### config.mk
export PLATFORM = sky130hd
export DESIGN_NAME = ctl_port
export DESIGN_NICKNAME = d
export VERILOG_FILES = /design/src/verilog/ctl_port.v /design/src/verilog/ctl_regs.v
export VERILOG_INCLUDE_DIRS = /design/src /design/src/verilog
export SDC_FILE = /design/constraint.sdc
export NUM_CORES = 1
export LEC_CHECK = 0
export BUFFER_PORTS_ARGS = -buffer_cell sky130_fd_sc_hd__buf_2
export CAP_MARGIN = 20
export CORE_MARGIN = 5
export CORE_UTILIZATION = 45
export DETAILED_ROUTE_END_ITERATION = 8
export SLEW_MARGIN = 20
export SYNTH_ARGS = -nofsm -noshare
export SYNTH_HDL_FRONTEND = slang
export SYNTH_SLANG_ARGS = --single-unit
### constraint.sdc
create_clock -name clk_i -period 3.2 [get_ports clk_i]
set_input_delay 0.16 -clock clk_i [delete_from_list [all_inputs] [get_ports clk_i]]
set_output_delay 0.16 -clock clk_i [all_outputs]
set_load 0.01 [all_outputs]
### src/verilog/ctl_port_map.vh
`ifndef CTL_PORT_MAP_VH
`define CTL_PORT_MAP_VH
// Register addresses
`define REG_MODE3 3'h6
`define REG_POWER 3'h5
// Pointer byte fields
`define PTR_AUTOINC_BIT 7
`define PTR_RESET 8'h00
// Power register fields and claim value
`define PWR_CPM_BIT 5
`define PWR_DOWN_BIT 4
`define PWR_CLAIM 8'h30
// Filter select field in register 06h
`define FILT_SLOW_BIT 5
// Chip address
`define SPI_CHIP_ADDR 7'h10
`define TW_ADDR_HI 6'h08
// Timing
`define CLK_MHZ 125
`define WAIT_MS 100
`define WAIT_CYCLES (`WAIT_MS * 1000 * `CLK_MHZ)
`define PWRUP_US 10
`define PWRUP_CYCLES (`PWRUP_US * `CLK_MHZ)
`endif

### src/verilog/ctl_port.v
// Notes on behaviour
// - Reset low returns all settings to defaults
// - After reset stay powered down, reference low
// - Clearing power-down bit starts 10us power-up
// - Register 06h bit 5 selects filter roll-off
// - Without control port, use fast roll-off
// - Select falling edge enters SPI, else two-wire
// - SPI mode is write only
// - Wait 100ms after reset, stand-alone default
// - Register 05h bit 5 enters control-port mode
// - Clearing 05h bit 4 begins power-up
// - SPI samples data on clock rising edge
// - SPI frame: address, write bit, pointer, data
// - Pointer advances per byte when increment set
// - Two-wire address 001000 plus address pin
// - Eighth address bit: one read, zero write
// - Two-wire write: pointer byte then data
// - Two-wire read returns pointed register
// - Pointer: increment bit7, address bits 2:0
// - Two-wire follows I2C slave signalling
// - SPI mode sticks until reset or power-down; code clears it only on reset, power-down leaves it set
`timescale 1ns/1ps
`include "ctl_port_map.vh"
module ctl_port #(
    parameter WAIT_CYC = `WAIT_CYCLES
) (
    // Clock and reset
    input wire clk_i,
    input wire rstn_i,
    // Control port pins
    input wire control_bit_clock_i,
    input wire control_data_in_i,
    input wire address_or_select_pin_i,
    output reg control_data_out_o,
    output reg control_data_oe_o,
    // Device state
    output reg control_port_mode_o,
    output reg spi_mode_o,
    output reg power_down_o,
    output reg powered_up_o,
    output reg common_mode_ref_out_o,
    output reg slow_filter_o,
    output reg [7:0] register_pointer_o
);
    localparam ST_IDLE = 3'h0;
    localparam ST_ADDR = 3'h1;
    localparam ST_PTR = 3'h2;
    localparam ST_DATA = 3'h3;
    localparam ST_ACK = 3'h4;
    localparam ST_READ = 3'h5;
    localparam ST_RACK = 3'h6;
    localparam ST_SKIP = 3'h7;
    localparam [11:0] PWRUP_CYC = `PWRUP_CYCLES;

    // Pointer advance, used on write and read paths
    function [7:0] next_ptr;
        input [7:0] p;
        begin
            next_ptr = p[`PTR_AUTOINC_BIT] ? {p[7:3], p[2:0] + 3'h1} : p;
        end
    endfunction

    // Pin synchronisers
    reg [1:0] scl_sync_ff, sda_sync_ff, cs_sync_ff;
    reg scl_d_ff, sda_d_ff, cs_d_ff;
    always @(posedge clk_i or negedge rstn_i) begin
        if (!rstn_i) begin
            scl_sync_ff <= 2'h3;
            sda_sync_ff <= 2'h3;
            // Select resets low so a pin tied low never shows a false fall
            cs_sync_ff <= 2'h0;
            scl_d_ff <= 1'b1;
            sda_d_ff <= 1'b1;
            cs_d_ff <= 1'b0;
        end else begin
            scl_sync_ff <= {scl_sync_ff[0], control_bit_clock_i};
            sda_sync_ff <= {sda_sync_ff[0], control_data_in_i};
            cs_sync_ff <= {cs_sync_ff[0], address_or_select_pin_i};
            scl_d_ff <= scl_sync_ff[1];
            sda_d_ff <= sda_sync_ff[1];
            cs_d_ff <= cs_sync_ff[1];
        end
    end
    wire scl = scl_sync_ff[1];
    wire sda = sda_sync_ff[1];
    wire cs = cs_sync_ff[1];
    wire scl_rise = scl & ~scl_d_ff;
    wire scl_fall = ~scl & scl_d_ff;
    wire cs_fall = ~cs & cs_d_ff;
    wire tw_start = scl & scl_d_ff & sda_d_ff & ~sda;
    wire tw_stop = scl & scl_d_ff & ~sda_d_ff & sda;

    reg [2:0] state_ff;
    reg [2:0] ret_ff;
    reg [2:0] bitcnt_ff;
    reg [7:0] shift_ff;
    reg rw_ff;
    reg ack_drv_ff;
    reg [24:0] wait_ff;
    reg [11:0] pup_ff;
    reg we;
    reg [7:0] rdata;

    // Register writes go through the store; power reg also kept as flops
    ctl_regs u_regs (
        .clk_i(clk_i),
        .rstn_i(rstn_i),
        .we_i(we),
        .waddr_i(register_pointer_o[2:0]),
        .wdata_i(shift_ff),
        .raddr_i(register_pointer_o[2:0]),
        .rdata_o(rdata)
    );

    wire [7:0] byte_in = {shift_ff[6:0], sda};
    wire last_bit = (bitcnt_ff == 3'h7);
    wire wr_pwr = we && (register_pointer_o[2:0] == `REG_POWER);
    wire wr_mode3 = we && (register_pointer_o[2:0] == `REG_MODE3);

    always @(posedge clk_i or negedge rstn_i) begin
        if (!rstn_i) begin
            state_ff <= ST_IDLE;
            ret_ff <= ST_IDLE;
            bitcnt_ff <= 3'h0;
            shift_ff <= 8'h00;
            rw_ff <= 1'b0;
            ack_drv_ff <= 1'b0;
            we <= 1'b0;
            spi_mode_o <= 1'b0;
            register_pointer_o <= `PTR_RESET;
            control_data_out_o <= 1'b1;
            control_data_oe_o <= 1'b0;
        end else begin
            we <= 1'b0;
            if (cs_fall) begin
                spi_mode_o <= 1'b1;
            end
            if (spi_mode_o || cs_fall) begin
                control_data_oe_o <= 1'b0;
                if (cs) begin
                    state_ff <= ST_IDLE;
                    bitcnt_ff <= 3'h0;
                end else if (cs_fall) begin
                    state_ff <= ST_ADDR;
                    bitcnt_ff <= 3'h0;
                end else if (scl_rise) begin
                    shift_ff <= byte_in;
                    bitcnt_ff <= bitcnt_ff + 3'h1;
                    if (last_bit) begin
                        case (state_ff)
                            ST_ADDR: begin
                                state_ff <= (byte_in == {`SPI_CHIP_ADDR, 1'b0}) ? ST_PTR
                                            : ST_SKIP;
                            end
                            ST_PTR: begin
                                register_pointer_o <= {byte_in[7], 4'h0, byte_in[2:0]};
                                state_ff <= ST_DATA;
                            end
                            ST_DATA: begin
                                we <= 1'b1;
                            end
                            default: begin
                                state_ff <= ST_SKIP;
                            end
                        endcase
                    end
                end
                if (we) begin
                    register_pointer_o <= next_ptr(register_pointer_o);
                end
            end else begin
                if (we) begin
                    register_pointer_o <= next_ptr(register_pointer_o);
                end
                if (tw_start) begin
                    state_ff <= ST_ADDR;
                    bitcnt_ff <= 3'h0;
                    control_data_oe_o <= 1'b0;
                end else if (tw_stop) begin
                    state_ff <= ST_IDLE;
                    control_data_oe_o <= 1'b0;
                end else if (scl_rise) begin
                    case (state_ff)
                        ST_ADDR, ST_PTR, ST_DATA: begin
                            shift_ff <= byte_in;
                            bitcnt_ff <= bitcnt_ff + 3'h1;
                        end
                        default: begin
                            bitcnt_ff <= bitcnt_ff;
                        end
                    endcase
                    if (last_bit) begin
                        case (state_ff)
                            ST_ADDR: begin
                                if (byte_in[7:1] == {`TW_ADDR_HI, cs}) begin
                                    rw_ff <= byte_in[0];
                                    ack_drv_ff <= 1'b1;
                                    ret_ff <= byte_in[0] ? ST_READ : ST_PTR;
                                    state_ff <= ST_ACK;
                                end else begin
                                    state_ff <= ST_SKIP;
                                end
                            end
                            ST_PTR: begin
                                register_pointer_o <= {byte_in[7], 4'h0, byte_in[2:0]};
                                ack_drv_ff <= 1'b1;
                                ret_ff <= ST_DATA;
                                state_ff <= ST_ACK;
                            end
                            ST_DATA: begin
                                we <= 1'b1;
                                ack_drv_ff <= 1'b1;
                                ret_ff <= ST_DATA;
                                state_ff <= ST_ACK;
                            end
                            default: begin
                                state_ff <= state_ff;
                            end
                        endcase
                    end else if (state_ff == ST_RACK) begin
                        // Host ack keeps reading, nack ends the burst
                        state_ff <= sda ? ST_SKIP : ST_READ;
                        if (!sda) begin
                            register_pointer_o <= next_ptr(register_pointer_o);
                        end
                    end
                end else if (scl_fall) begin
                    case (state_ff)
                        ST_ACK: begin
                            if (ack_drv_ff) begin
                                control_data_out_o <= 1'b0;
                                control_data_oe_o <= 1'b1;
                                ack_drv_ff <= 1'b0;
                            end else begin
                                control_data_oe_o <= 1'b0;
                                bitcnt_ff <= 3'h0;
                                state_ff <= ret_ff;
                                if (ret_ff == ST_READ) begin
                                    control_data_out_o <= rdata[7];
                                    control_data_oe_o <= ~rdata[7];
                                    shift_ff <= {rdata[6:0], 1'b1};
                                    bitcnt_ff <= 3'h1;
                                end
                            end
                        end
                        ST_READ: begin
                            if (bitcnt_ff == 3'h0) begin
                                control_data_oe_o <= 1'b0;
                                state_ff <= ST_RACK;
                            end else begin
                                control_data_out_o <= shift_ff[7];
                                control_data_oe_o <= ~shift_ff[7];
                                shift_ff <= {shift_ff[6:0], 1'b1};
                                bitcnt_ff <= bitcnt_ff + 3'h1;
                            end
                        end
                        ST_RACK: begin
                            control_data_oe_o <= 1'b0;
                        end
                        default: begin
                            control_data_oe_o <= 1'b0;
                        end
                    endcase
                end
            end
        end
    end

    // Startup sequencing
    always @(posedge clk_i or negedge rstn_i) begin
        if (!rstn_i) begin
            control_port_mode_o <= 1'b0;
            power_down_o <= 1'b1;
            powered_up_o <= 1'b0;
            common_mode_ref_out_o <= 1'b0;
            slow_filter_o <= 1'b0;
            wait_ff <= 25'h0000000;
            pup_ff <= 12'h000;
        end else begin
            if (wr_pwr) begin
                if (shift_ff[`PWR_CPM_BIT]) begin
                    control_port_mode_o <= 1'b1;
                end
                power_down_o <= shift_ff[`PWR_DOWN_BIT];
            end
            if (wr_mode3) begin
                slow_filter_o <= shift_ff[`FILT_SLOW_BIT];
            end
            if (!control_port_mode_o && !(wr_pwr && shift_ff[`PWR_CPM_BIT])) begin
                slow_filter_o <= 1'b0;
            end
            if (wait_ff != WAIT_CYC[24:0]) begin
                wait_ff <= wait_ff + 25'h0000001;
            end
            // Stand-alone parts release power-down when the wait expires
            if (wait_ff == WAIT_CYC[24:0] - 25'h0000001 && !control_port_mode_o
                && !wr_pwr) begin
                power_down_o <= 1'b0;
            end
            if (power_down_o) begin
                pup_ff <= 12'h000;
                powered_up_o <= 1'b0;
                common_mode_ref_out_o <= 1'b0;
            end else if (wait_ff == WAIT_CYC[24:0]) begin
                common_mode_ref_out_o <= 1'b1;
                if (pup_ff != PWRUP_CYC) begin
                    pup_ff <= pup_ff + 12'h001;
                end else begin
                    powered_up_o <= 1'b1;
                end
            end
            // Drop the reference on the same edge that power-down returns
            if (wr_pwr && shift_ff[`PWR_DOWN_BIT]) begin
                common_mode_ref_out_o <= 1'b0;
                powered_up_o <= 1'b0;
            end
        end
    end
endmodule // ctl_port

### src/verilog/ctl_regs.v
`timescale 1ns/1ps
// Eight-entry register store, registered read data
module ctl_regs (
    // Clock and reset
    input wire clk_i,
    input wire rstn_i,
    // Write port
    input wire we_i,
    input wire [2:0] waddr_i,
    input wire [7:0] wdata_i,
    // Read port
    input wire [2:0] raddr_i,
    output reg [7:0] rdata_o
);
    reg [7:0] mem_ff [0:7];
    integer i;

    always @(posedge clk_i or negedge rstn_i) begin
        if (!rstn_i) begin
            for (i = 0; i < 8; i = i + 1) begin
                mem_ff[i] <= 8'h00;
            end
            rdata_o <= 8'h00;
        end else begin
            if (we_i) begin
                mem_ff[waddr_i] <= wdata_i;
            end
            rdata_o <= mem_ff[raddr_i];
        end
    end
endmodule // ctl_regs
==> results of run 1 <==
==> power groups by stage <==
stage               Combinational (uW)  Sequential (uW)  Clock [uW]
floorplan                          283             1980           0
global placement                   356             2060           0
global route                       399             2030        2420
finish                             360             2020        2280
CTS                                364             2020        2320
detailed placement                 358             2060           0
==> registers in the layout (all words and copies together) (netlist names), 3 cells and up <==
register / cells
wait_ff: 25
bitcnt_ff: 3
pup_ff: 12
u_regs.rdata_o: 8
state_ff: 3
ret_ff: 3
register_pointer_o: 4
u_regs.mem_ff: 64
shift_ff: 8
==> worst min-delay path by stage <==
stage | start | to | depth (start not counted)
3_5_place_dp | control_data_in_i | sda_sync_ff[0] | 1
6_report | scl_sync_ff[0] | scl_sync_ff[1] | 0
5_1_grt | sda_sync_ff[0] | sda_sync_ff[1] | 0
4_1_cts | cs_sync_ff[0] | cs_sync_ff[1] | 0
3_3_place_gp | rstn_i | state_ff[0] | 1
2_1_floorplan | rstn_i | ack_drv_ff | 0
==> kinds of logic after synthesis <==
logic type | count (synthesis) | synth area share, %
XOR/XNOR | 29 | 3.39
multiplexers | 112 | 16.7
AO/OA/AOI/OAI | 116 | 9.57
AND/OR/NAND/NOR | 202 | 14.4
adder cells (fa/ha/maj) | 13 | 2.17
flip-flops | 149 | 49.8
buffers and inverters | 67 | 3.87
other | 1 | 0.0500
==> stage by stage <==
step	power, uW	hold WS [ns]	area (um2)	setup WS (ns)	util, %
2_1_floorplan	2270	-0.136	7510	1.02	-
3_3_place_gp	2410	0.262	7760	0.821	47.1
3_5_place_dp	2420	0.266	7760	0.782	47.1
4_1_cts	4710	0.355	8470	0.771	51.5
5_1_grt	4860	0.359	8470	0.536	51.5
6_report	4670	0.356	8470	0.633	51.5
==> synth_stat cells, drive strengths merged, types with 4 or more instances <==
cell / instances
nor3: 11
xor2: 11
nor2: 47
dfstp: 8
o21ai: 38
ha: 13
clkbuf: 28
mux2i: 26
a32oi: 4
and3: 14
nor4b: 5
nor4: 5
nor2b: 9
xnor2: 18
nand2b: 4
or3: 13
inv: 23
nand3b: 4
buf: 16
nand2: 31
dfrtp: 141
a221oi: 5
nand3: 37
o21a: 4
mux2: 84
a21oi: 35
nand4: 9
==> what timing repair did <==
action,CTS,global route
endpoints found under the hold margin,79,0
setup buffers,0,0
gates resized for setup,0,0
hold buffers,4,0
==> layout make-up <==
type | instances | area, um2
flip-flops and latches | 149 | 3740
clock inverters | 8 | 194
clock buffers | 24 | 482
repair buffers | 30 | 214
multi-input cells | 476 | 3480
fillers | 1498 | 7990
well taps | 220 | 275
inverters | 23 | 86.3
==> per-layer routing <==
| metal | GRT usage, % | up-vias |
|---|---|---|
| met2 | 27.1 | 117 |
| li1 | - | 2485 |
| met4 | 5.92 | 0 |
| met3 | 4.66 | 20 |
| met1 | 24.4 | 2680 |
| met5 | 0 | - |
==> results.cfg, run 1 <==
[final_layout]
syn_to_final_growth_pct = 13.0
final_common_cell = dfrtp_1
stdcell_count = 930
final_cell_mix = dfrtp_1 (141), mux2_2 (75), nor2_1 (47), nand3_1 (37)
nNetsFinal = 715
diodes = 0
drive_gt1_share_pct = 20.8

[critical_path]
crit_chain = xor2_1 > a2111oi_0 > o21ai_0 > a221oi_1 > a21oi_1
arrival_ns = 2.86
critPathCapture = register_pointer_o[0]
crit_type = flop to flop
reg2reg_to = register_pointer_o[0]
worstSetupPathDepth = 5
required_ns = 3.50
reg2reg_slack_ns = 0.63
rr_worst_depth = 5
critPathLaunch = sda_sync_ff[1]
path_delay_family = compound AO/OA/AOI/OAI gates
crit_buf_inv = 0
end_kind = flop
cp_slowest_cell = a2111oi_0
rr_startpoint = sda_sync_ff[1]
cp_slowest_stage_delay_ns = 0.88
cp_max_fo = 13
startpoint_type = flop

[synthesis]
ys_warn_count = 0
syn-cell-area_um2 = 7500
seq_area_frac_synth_pct = 49.8
synth.avg_cell_area_um2 = 10.9
synth_top_area_cell = dfrtp_1
async_flop_share_pct = 100
yosys_register_bits = 149
syn-instance-count = 689
synth.area.top_cells = dfrtp_1 (47%), mux2_2 (11%), mux2i_1 (3.5%), dfstp_2 (2.8%), nand3_1 (2.5%)
yosysUniqueCellTypes = 64
synth.top_cell.area_share_pct = 47.0
ys.flop_type = dfrtp_1
synth_edf_count = 0

[global_routing]
grt_max_degree = 87
gr-usage-all-layers_pct = 17.6
antenna_found_initial = 0
grt_pass1_vias = 5294
overflow = 0
grt_pass1_wl_mm = 27.4

[placed_design]
place_hpwl_mm = 10.9
routabilityCongestion = 0.913
portBuffers = 16
dp_cells = 894

[sta]
slew_headroom_pct = 35.8
tightest_slew_ns = 0.939
setup_tns_ns = 0
finalSetupViolCount = 0
finalHoldViolations = 0
fmax_mhz = 390
drv_slew = 0
period_minus_slack_ns = 2.57
rsz0062_at_grt = false
fin_crit_sh_pct = 80.2
fin_skew_ns = 0.00717

[clocking]
root_buffer = clkbuf_16
cts_max_level = 4
cts.sinks = 149
cts-buffers-inserted = 17
clk_pin_slew_ns = 0.06
clockBufferDepth = 2
cts_tree = yes
insertion_delay_ns = 0.42

[worst_hold_path]
hp-class = flop to flop

[route]
first_pass_iters = 5
met2_length_mm = 7.80
wirelength_met1_mm = 7.64
num_vias = 5302
routed_wl_mm = 16.4
drtIter0Drc = 480
viasPerCell = 5.70
wire_per_inst_um = 17.6
drc = 0
wl_met3_um = 736
top_layer_used = met4
postRouteAntennaNets = 0

[power_and_ir_drop]
power_density_nw_per_um2 = 551
switching_share_pct = 23.4
p_comb_share_pct = 7.7
max-vdd-ir-drop_mv = 0.401
leakage_uw = 0.00390
p_int_uw = 3580
sequentialPowerShare_pct = 43.4
clock_power_share_pct = 48.9
power_switching_uw = 1090

[floorplanning]
die_area_um2 = 19400
placementRows = 47
initial_utilization_pct = 45.6
coreArea_um2 = 16500
ios = 21
die_x_um = 139
die_h_um = 139

[run]
cap_viol_max_count = 0

[outcome]
outcome = completed
Note: power is estimated with default switching activity, not from simulation.
==> inputs of run 2 (changes only) <==
- ABC_AREA: not set -> 1
- clock period: 3.2 -> 2.6 ns (I/O delays scaled with it)
==> results.cfg, run 2 <==
[outcome]
outcome = completed

[clocking]
cts.sinks = 149
cts_max_level = 4
cts_hold_buffers = 4
insertion_delay_ns = 0.42
cts_tree = yes
ctsResizeCount = 0
post_cts_buffers = 0
clockBufferDepth = 2
root_buffer = clkbuf_16
cts-buffers-inserted = 17
clk_pin_slew_ns = 0.06

[synthesis]
async_flop_share_pct = 100
ys.flop_type = dfrtp_1
yosys_register_bits = 149
seq_area_frac_synth_pct = 49.2
synth.area.top_cells = dfrtp_1 (46%), nand2_1 (12%), o21ai_0 (6.8%), nor2_1 (5.2%), nand3_1 (3.8%)
synth_top_area_cell = dfrtp_1
ys_warn_count = 0
ys_top_cells_by_count = nand2_1 (251), dfrtp_1 (141), nor2_1 (106)
yosysUniqueCellTypes = 37
synth.top_cell.area_share_pct = 46.4
syn-cell-area_um2 = 7600
synth_edf_count = 0
yosysMostFrequentCell = nand2_1
syn-instance-count = 955
synth.avg_cell_area_um2 = 7.96

[sta]
fin_crit_sh_pct = 83.4
drv_slew = 0
rsz0062_at_grt = false
setup_tns_ns = 0
holdWs_ns = 0.242
fin_skew_ns = 0.00903
tightest_slew_ns = 0.613
period_minus_slack_ns = 2.17
finalSetupViolCount = 0
slew_headroom_pct = 59.0
finalHoldViolations = 0
fmax_mhz = 461

[placed_design]
routabilityCongestion = 0.922
portBuffers = 16
place_hpwl_mm = 12.8

[final_layout]
final_common_cell = nand2_1
syn_to_final_growth_pct = 12.6
largestRegisters = u_regs.mem_ff x64, wait_ff x25, pup_ff x12
nNetsFinal = 995
num-fill-cells = 1627
top_register = u_regs.mem_ff
final_cell_mix = nand2_1 (251), dfrtp_1 (141), nor2_1 (106), o21ai_0 (103), inv_1 (77)
diodes = 0
largest_register_ffs = 64
drive_gt1_share_pct = 9.60

[critical_path]
crit_type = flop to flop
reg2reg_to = pup_ff[3]
cp_max_fo = 13
required_ns = 2.96
rr_startpoint = wait_ff[8]
end_kind = flop
reg2reg_slack_ns = 0.43
rr_worst_depth = 9
arrival_ns = 2.53
startpoint_type = flop

[route]
routed_wl_mm = 18.5
wire_per_inst_um = 15.3
first_pass_iters = 5
num_vias = 6312
viasPerCell = 5.22
drc = 0
postRouteAntennaNets = 0
drtIter0Drc = 441

[floorplanning]
die_h_um = 140
placementRows = 47
die_x_um = 140
coreArea_um2 = 16600
initial_utilization_pct = 45.8
die_area_um2 = 19600
ios = 21

[worst_hold_path]
hp-class = primary input to async pin

[run]
cap_viol_max_count = 0

[global_routing]
gr-usage-all-layers_pct = 19.4
grt_pass1_vias = 6013
grt_pass1_wl_mm = 30.9
antenna_found_initial = 0
overflow = 0
grt_max_degree = 58

[power_and_ir_drop]
power_density_nw_per_um2 = 680
max-vdd-ir-drop_mv = 0.512
leakage_uw = 0.00402
[run 2: cell count changes after synthesis, sizes merged, moves of 13 or more]
cell and delta:
mux2 -84, or3 -13, nor3 +14, xnor2 -14
xor2 +18, and3 -14, mux2i -26, nor2 +66
clkbuf -14, nand2 +229, nand3 +22, o21ai +77
inv +60
[run 2: through the flow]
stage                     worst slack, ns  utilization (%)  total power, uW  std cells  area, um2
after floorplan                     0.756                -             3020        958       7610
final                               0.432             51.6             5810       1210       8560
after global placement              0.588             47.7             3330       1174       7910
after global routing                0.297             51.6             6090       1210       8560
after CTS                           0.465             51.6             5870       1210       8560
after detailed placement            0.521             47.7             3330       1174       7910
[run 2: cells by family (layout without fill, tap and decap cells)]
| group | after synthesis | in the layout | share of synthesized area, % |
|---|---|---|---|
| buf+inv | 115 | 147 | 6.24 |
| flops | 149 | 149 | 49.2 |
| fa+ha+maj | 13 | 13 | 2.14 |
| xor+xnor | 33 | 33 | 3.80 |
| simple gates | 478 | 478 | 26.6 |
| other cells | 1 | 4 | 0.0493 |
| compound gates | 166 | 166 | 12.0 |
[run 2: cell type report]
type / count / area (um2) / area share, %
sequential: 149 / 3740 / 43.7
multi-input combinational: 694 / 3400 / 39.7
clock buffer: 18 / 439 / 5.13
inverter: 87 / 327 / 3.82
tap: 220 / 275 / 3.22
timing repair buffer: 28 / 211 / 2.47
clock inverter: 14 / 165 / 1.93
[run 2: worst max-delay path by stage]
stage / from / to / slack [ns] / cells after the start
after floorplan: scl_sync_ff[1] / shift_ff[6] / 0.76 / 12
after detailed placement: wait_ff[0] / pup_ff[3] / 0.52 / 10
after global routing: pup_ff[0] / pup_ff[1] / 0.30 / 9
after global placement: wait_ff[0] / pup_ff[10] / 0.59 / 10
final: wait_ff[8] / pup_ff[3] / 0.43 / 9
after CTS: scl_sync_ff[1] / shift_ff[1] / 0.47 / 10
[run 2: power breakdown]
| group | total, uW | internal [uW] | leakage (uW) | switching, uW |
|---|---|---|---|---|
| registers | 2530 | 2420 | 0.00201 | 112 |
| logic | 760 | 229 | 0.00172 | 531 |
| clock network | 2520 | 1470 | 0.000290 | 1050 |
[run 2: metal layers]
| layer | wire length (um) | global-route usage [%] | vias up | part of all wire (%) |
|---|---|---|---|---|
| li1 | - | - | 3152 | - |
| met1 | 8760 | 27.9 | 2977 | 47 |
| met2 | 8520 | 30.2 | 165 | 46 |
| met3 | 1000 | 3.85 | 18 | 5.4 |
| met4 | 195 | 5.30 | 0 | 1.1 |
| met5 | 0 | 0 | - | 0 |
[run 2: worst max-delay path, stage by stage, from the launching register on]
cell,delay [ns]
dfrtp_1,0.41
inv_1,0.15
nand4_1,0.15
nor2_1,0.24
nand3_1,0.15
nor2_1,0.22
nand2_1,0.34
nand2_2,0.29
nand2_1,0.08
nand2_1,0.07
==> inputs of run 3 (changes only) <==
- clock period: 2.6 -> 2.1 ns (I/O delays scaled with it)
==> results.cfg, run 3 (synthesis gave the netlist of run 2 again) <==
[clocking]
cts_tree = yes
root_buffer = clkbuf_16
cts.sinks = 149
insertion_delay_ns = 0.42
clk_pin_slew_ns = 0.06
cts-buffers-inserted = 17
cts_max_level = 4
clockBufferDepth = 2

[worst_hold_path]
hp-class = primary input to async pin

[floorplanning]
die_x_um = 140
initial_utilization_pct = 45.8
coreArea_um2 = 16600
placementRows = 47
die_area_um2 = 19600
ios = 21
die_h_um = 140

[sta]
fin_skew_ns = 0.00659
slew_headroom_pct = 62.9
drv_slew = 0
fin_crit_sh_pct = 90.0
finalHoldViolations = 0
tightest_slew_ns = 0.555
worst_slack_ns = 0.211
period_minus_slack_ns = 1.89
fmax_mhz = 529
setup_tns_ns = 0
rsz0062_at_grt = false
finalSetupViolCount = 0

[critical_path]
end_kind = flop
cp_slowest_cell = dfstp_2
crit_chain = inv_1 > nand3_1 > nand2_1 > nor2_1 > nand3_1 > nand2_1 > nand3_1 > o21ai_0 > inv_1
startpoint_type = flop
arrival_ns = 2.20
path_delay_family = simple AND/OR/NAND/NOR gates
cpMostUsedCell = nand3_1
cp_max_fo = 9
crit_buf_inv = 2
crit_type = flop to flop
cp_slowest_stage_delay_ns = 0.65
required_ns = 2.42

[final_layout]
num-fill-cells = 1613
final_common_cell = nand2_1
top_register = u_regs.mem_ff
nNetsFinal = 1014
largestRegisters = u_regs.mem_ff x64, wait_ff x25, pup_ff x12
largest_register_ffs = 64
final_cell_mix = nand2_1 (250), dfrtp_1 (141), nor2_1 (104), o21ai_0 (103), inv_1 (77)
regArea_um2 = 3740
drive_gt1_share_pct = 11.7
multi_input_area_um2 = 3420
diodes = 0
syn_to_final_growth_pct = 14.5
fin_area_um2 = 8700

[power_and_ir_drop]
power_density_nw_per_um2 = 817
leakage_uw = 0.00410
max-vdd-ir-drop_mv = 0.652

[global_routing]
grt_max_degree = 54
antenna_found_initial = 0
overflow = 0
gr-usage-all-layers_pct = 19.0
grt_pass1_vias = 5978
grt_pass1_wl_mm = 30.0

[run]
cap_viol_max_count = 0

[placed_design]
place_hpwl_mm = 12.6
portBuffers = 16
place_area_um2 = 8060
routabilityCongestion = 0.912
post-place-ws_ns = 0.134

[outcome]
outcome = completed

[route]
drc = 0
drtIter0Drc = 444
first_pass_iters = 7
wire_per_inst_um = 14.8
num_vias = 6315
routed_wl_mm = 18.2
postRouteAntennaNets = 0
viasPerCell = 5.14
-- run 3: cell count changes in the layout (fill, tap and decap cells not counted), sizes merged --
cell,delta
buf,+19
clkinv,-1
bufinv,-1
inv,-2
clkinvlp,+1
clkbuf,+3
-- run 3: path summary, 6_finish.rpt --
| kind | startpoint | endpoint | slack, ns | cells after the start |
|---|---|---|---|---|
| max | sda_sync_ff[1] | register_pointer_o[0] | 0.21 | 9 |
| min | rstn_i | wait_ff[22] | 0.20 | 2 |
| max reg2reg | sda_sync_ff[1] | register_pointer_o[0] | 0.21 | 9 |
| min reg2reg | scl_sync_ff[0] | scl_sync_ff[1] | 0.36 | 0 |
| max in group asynchronous | rstn_i | control_data_out_o | 1.23 | 3 |
| min in group clk_i | control_data_in_i | sda_sync_ff[0] | 0.32 | 2 |
-- run 3: area by class of cell --
type | instances | share of cell area, %
well taps | 220 | 3.16
repair buffers | 47 | 4.07
clock inverters | 11 | 1.32
inverters | 87 | 3.75
flip-flops and latches | 149 | 43.0
clock buffers | 21 | 5.41
multi-input cells | 694 | 39.3
-- run 3: metrics by stage --
stage / instances / total power, uW / hold WS, ns / util [%]
final: 1229 / 7110 / 0.199 / 52.5
after global placement: 1193 / 4150 / 0.0848 / 48.6
after global routing: 1229 / 7450 / 0.258 / 52.5
after detailed placement: 1193 / 4150 / 0.0889 / 48.6
after CTS: 1229 / 7180 / 0.206 / 52.3
after floorplan: 958 / 3740 / -0.191 / -
-- run 3: where the power goes --
part	total, uW	internal [uW]	switching, uW	leakage (uW)
sequential	3110	3000	118	0.00201
combinational	996	313	683	0.00181
clock	3000	1750	1250	0.000275
-- run 3: timing repair --
| action | 4_1_cts | 5_1_grt |
|---|---|---|
| setup buffers | 0 | 0 |
| hold buffers | 4 | 0 |
| endpoints found under the setup margin | 0 | 16 |
| hold endpoints to repair | 53 | 0 |
| gates resized for setup | 0 | 6 |
-- run 3: metal layers --
| metal | vias up | global-route usage, % | wire, um |
|---|---|---|---|
| met5 | - | 0 | 0 |
| met4 | 0 | 5.35 | 248 |
| met3 | 22 | 4.29 | 891 |
| met2 | 152 | 29.0 | 8280 |
| met1 | 2951 | 27.3 | 8790 |
| li1 | 3190 | - | - |
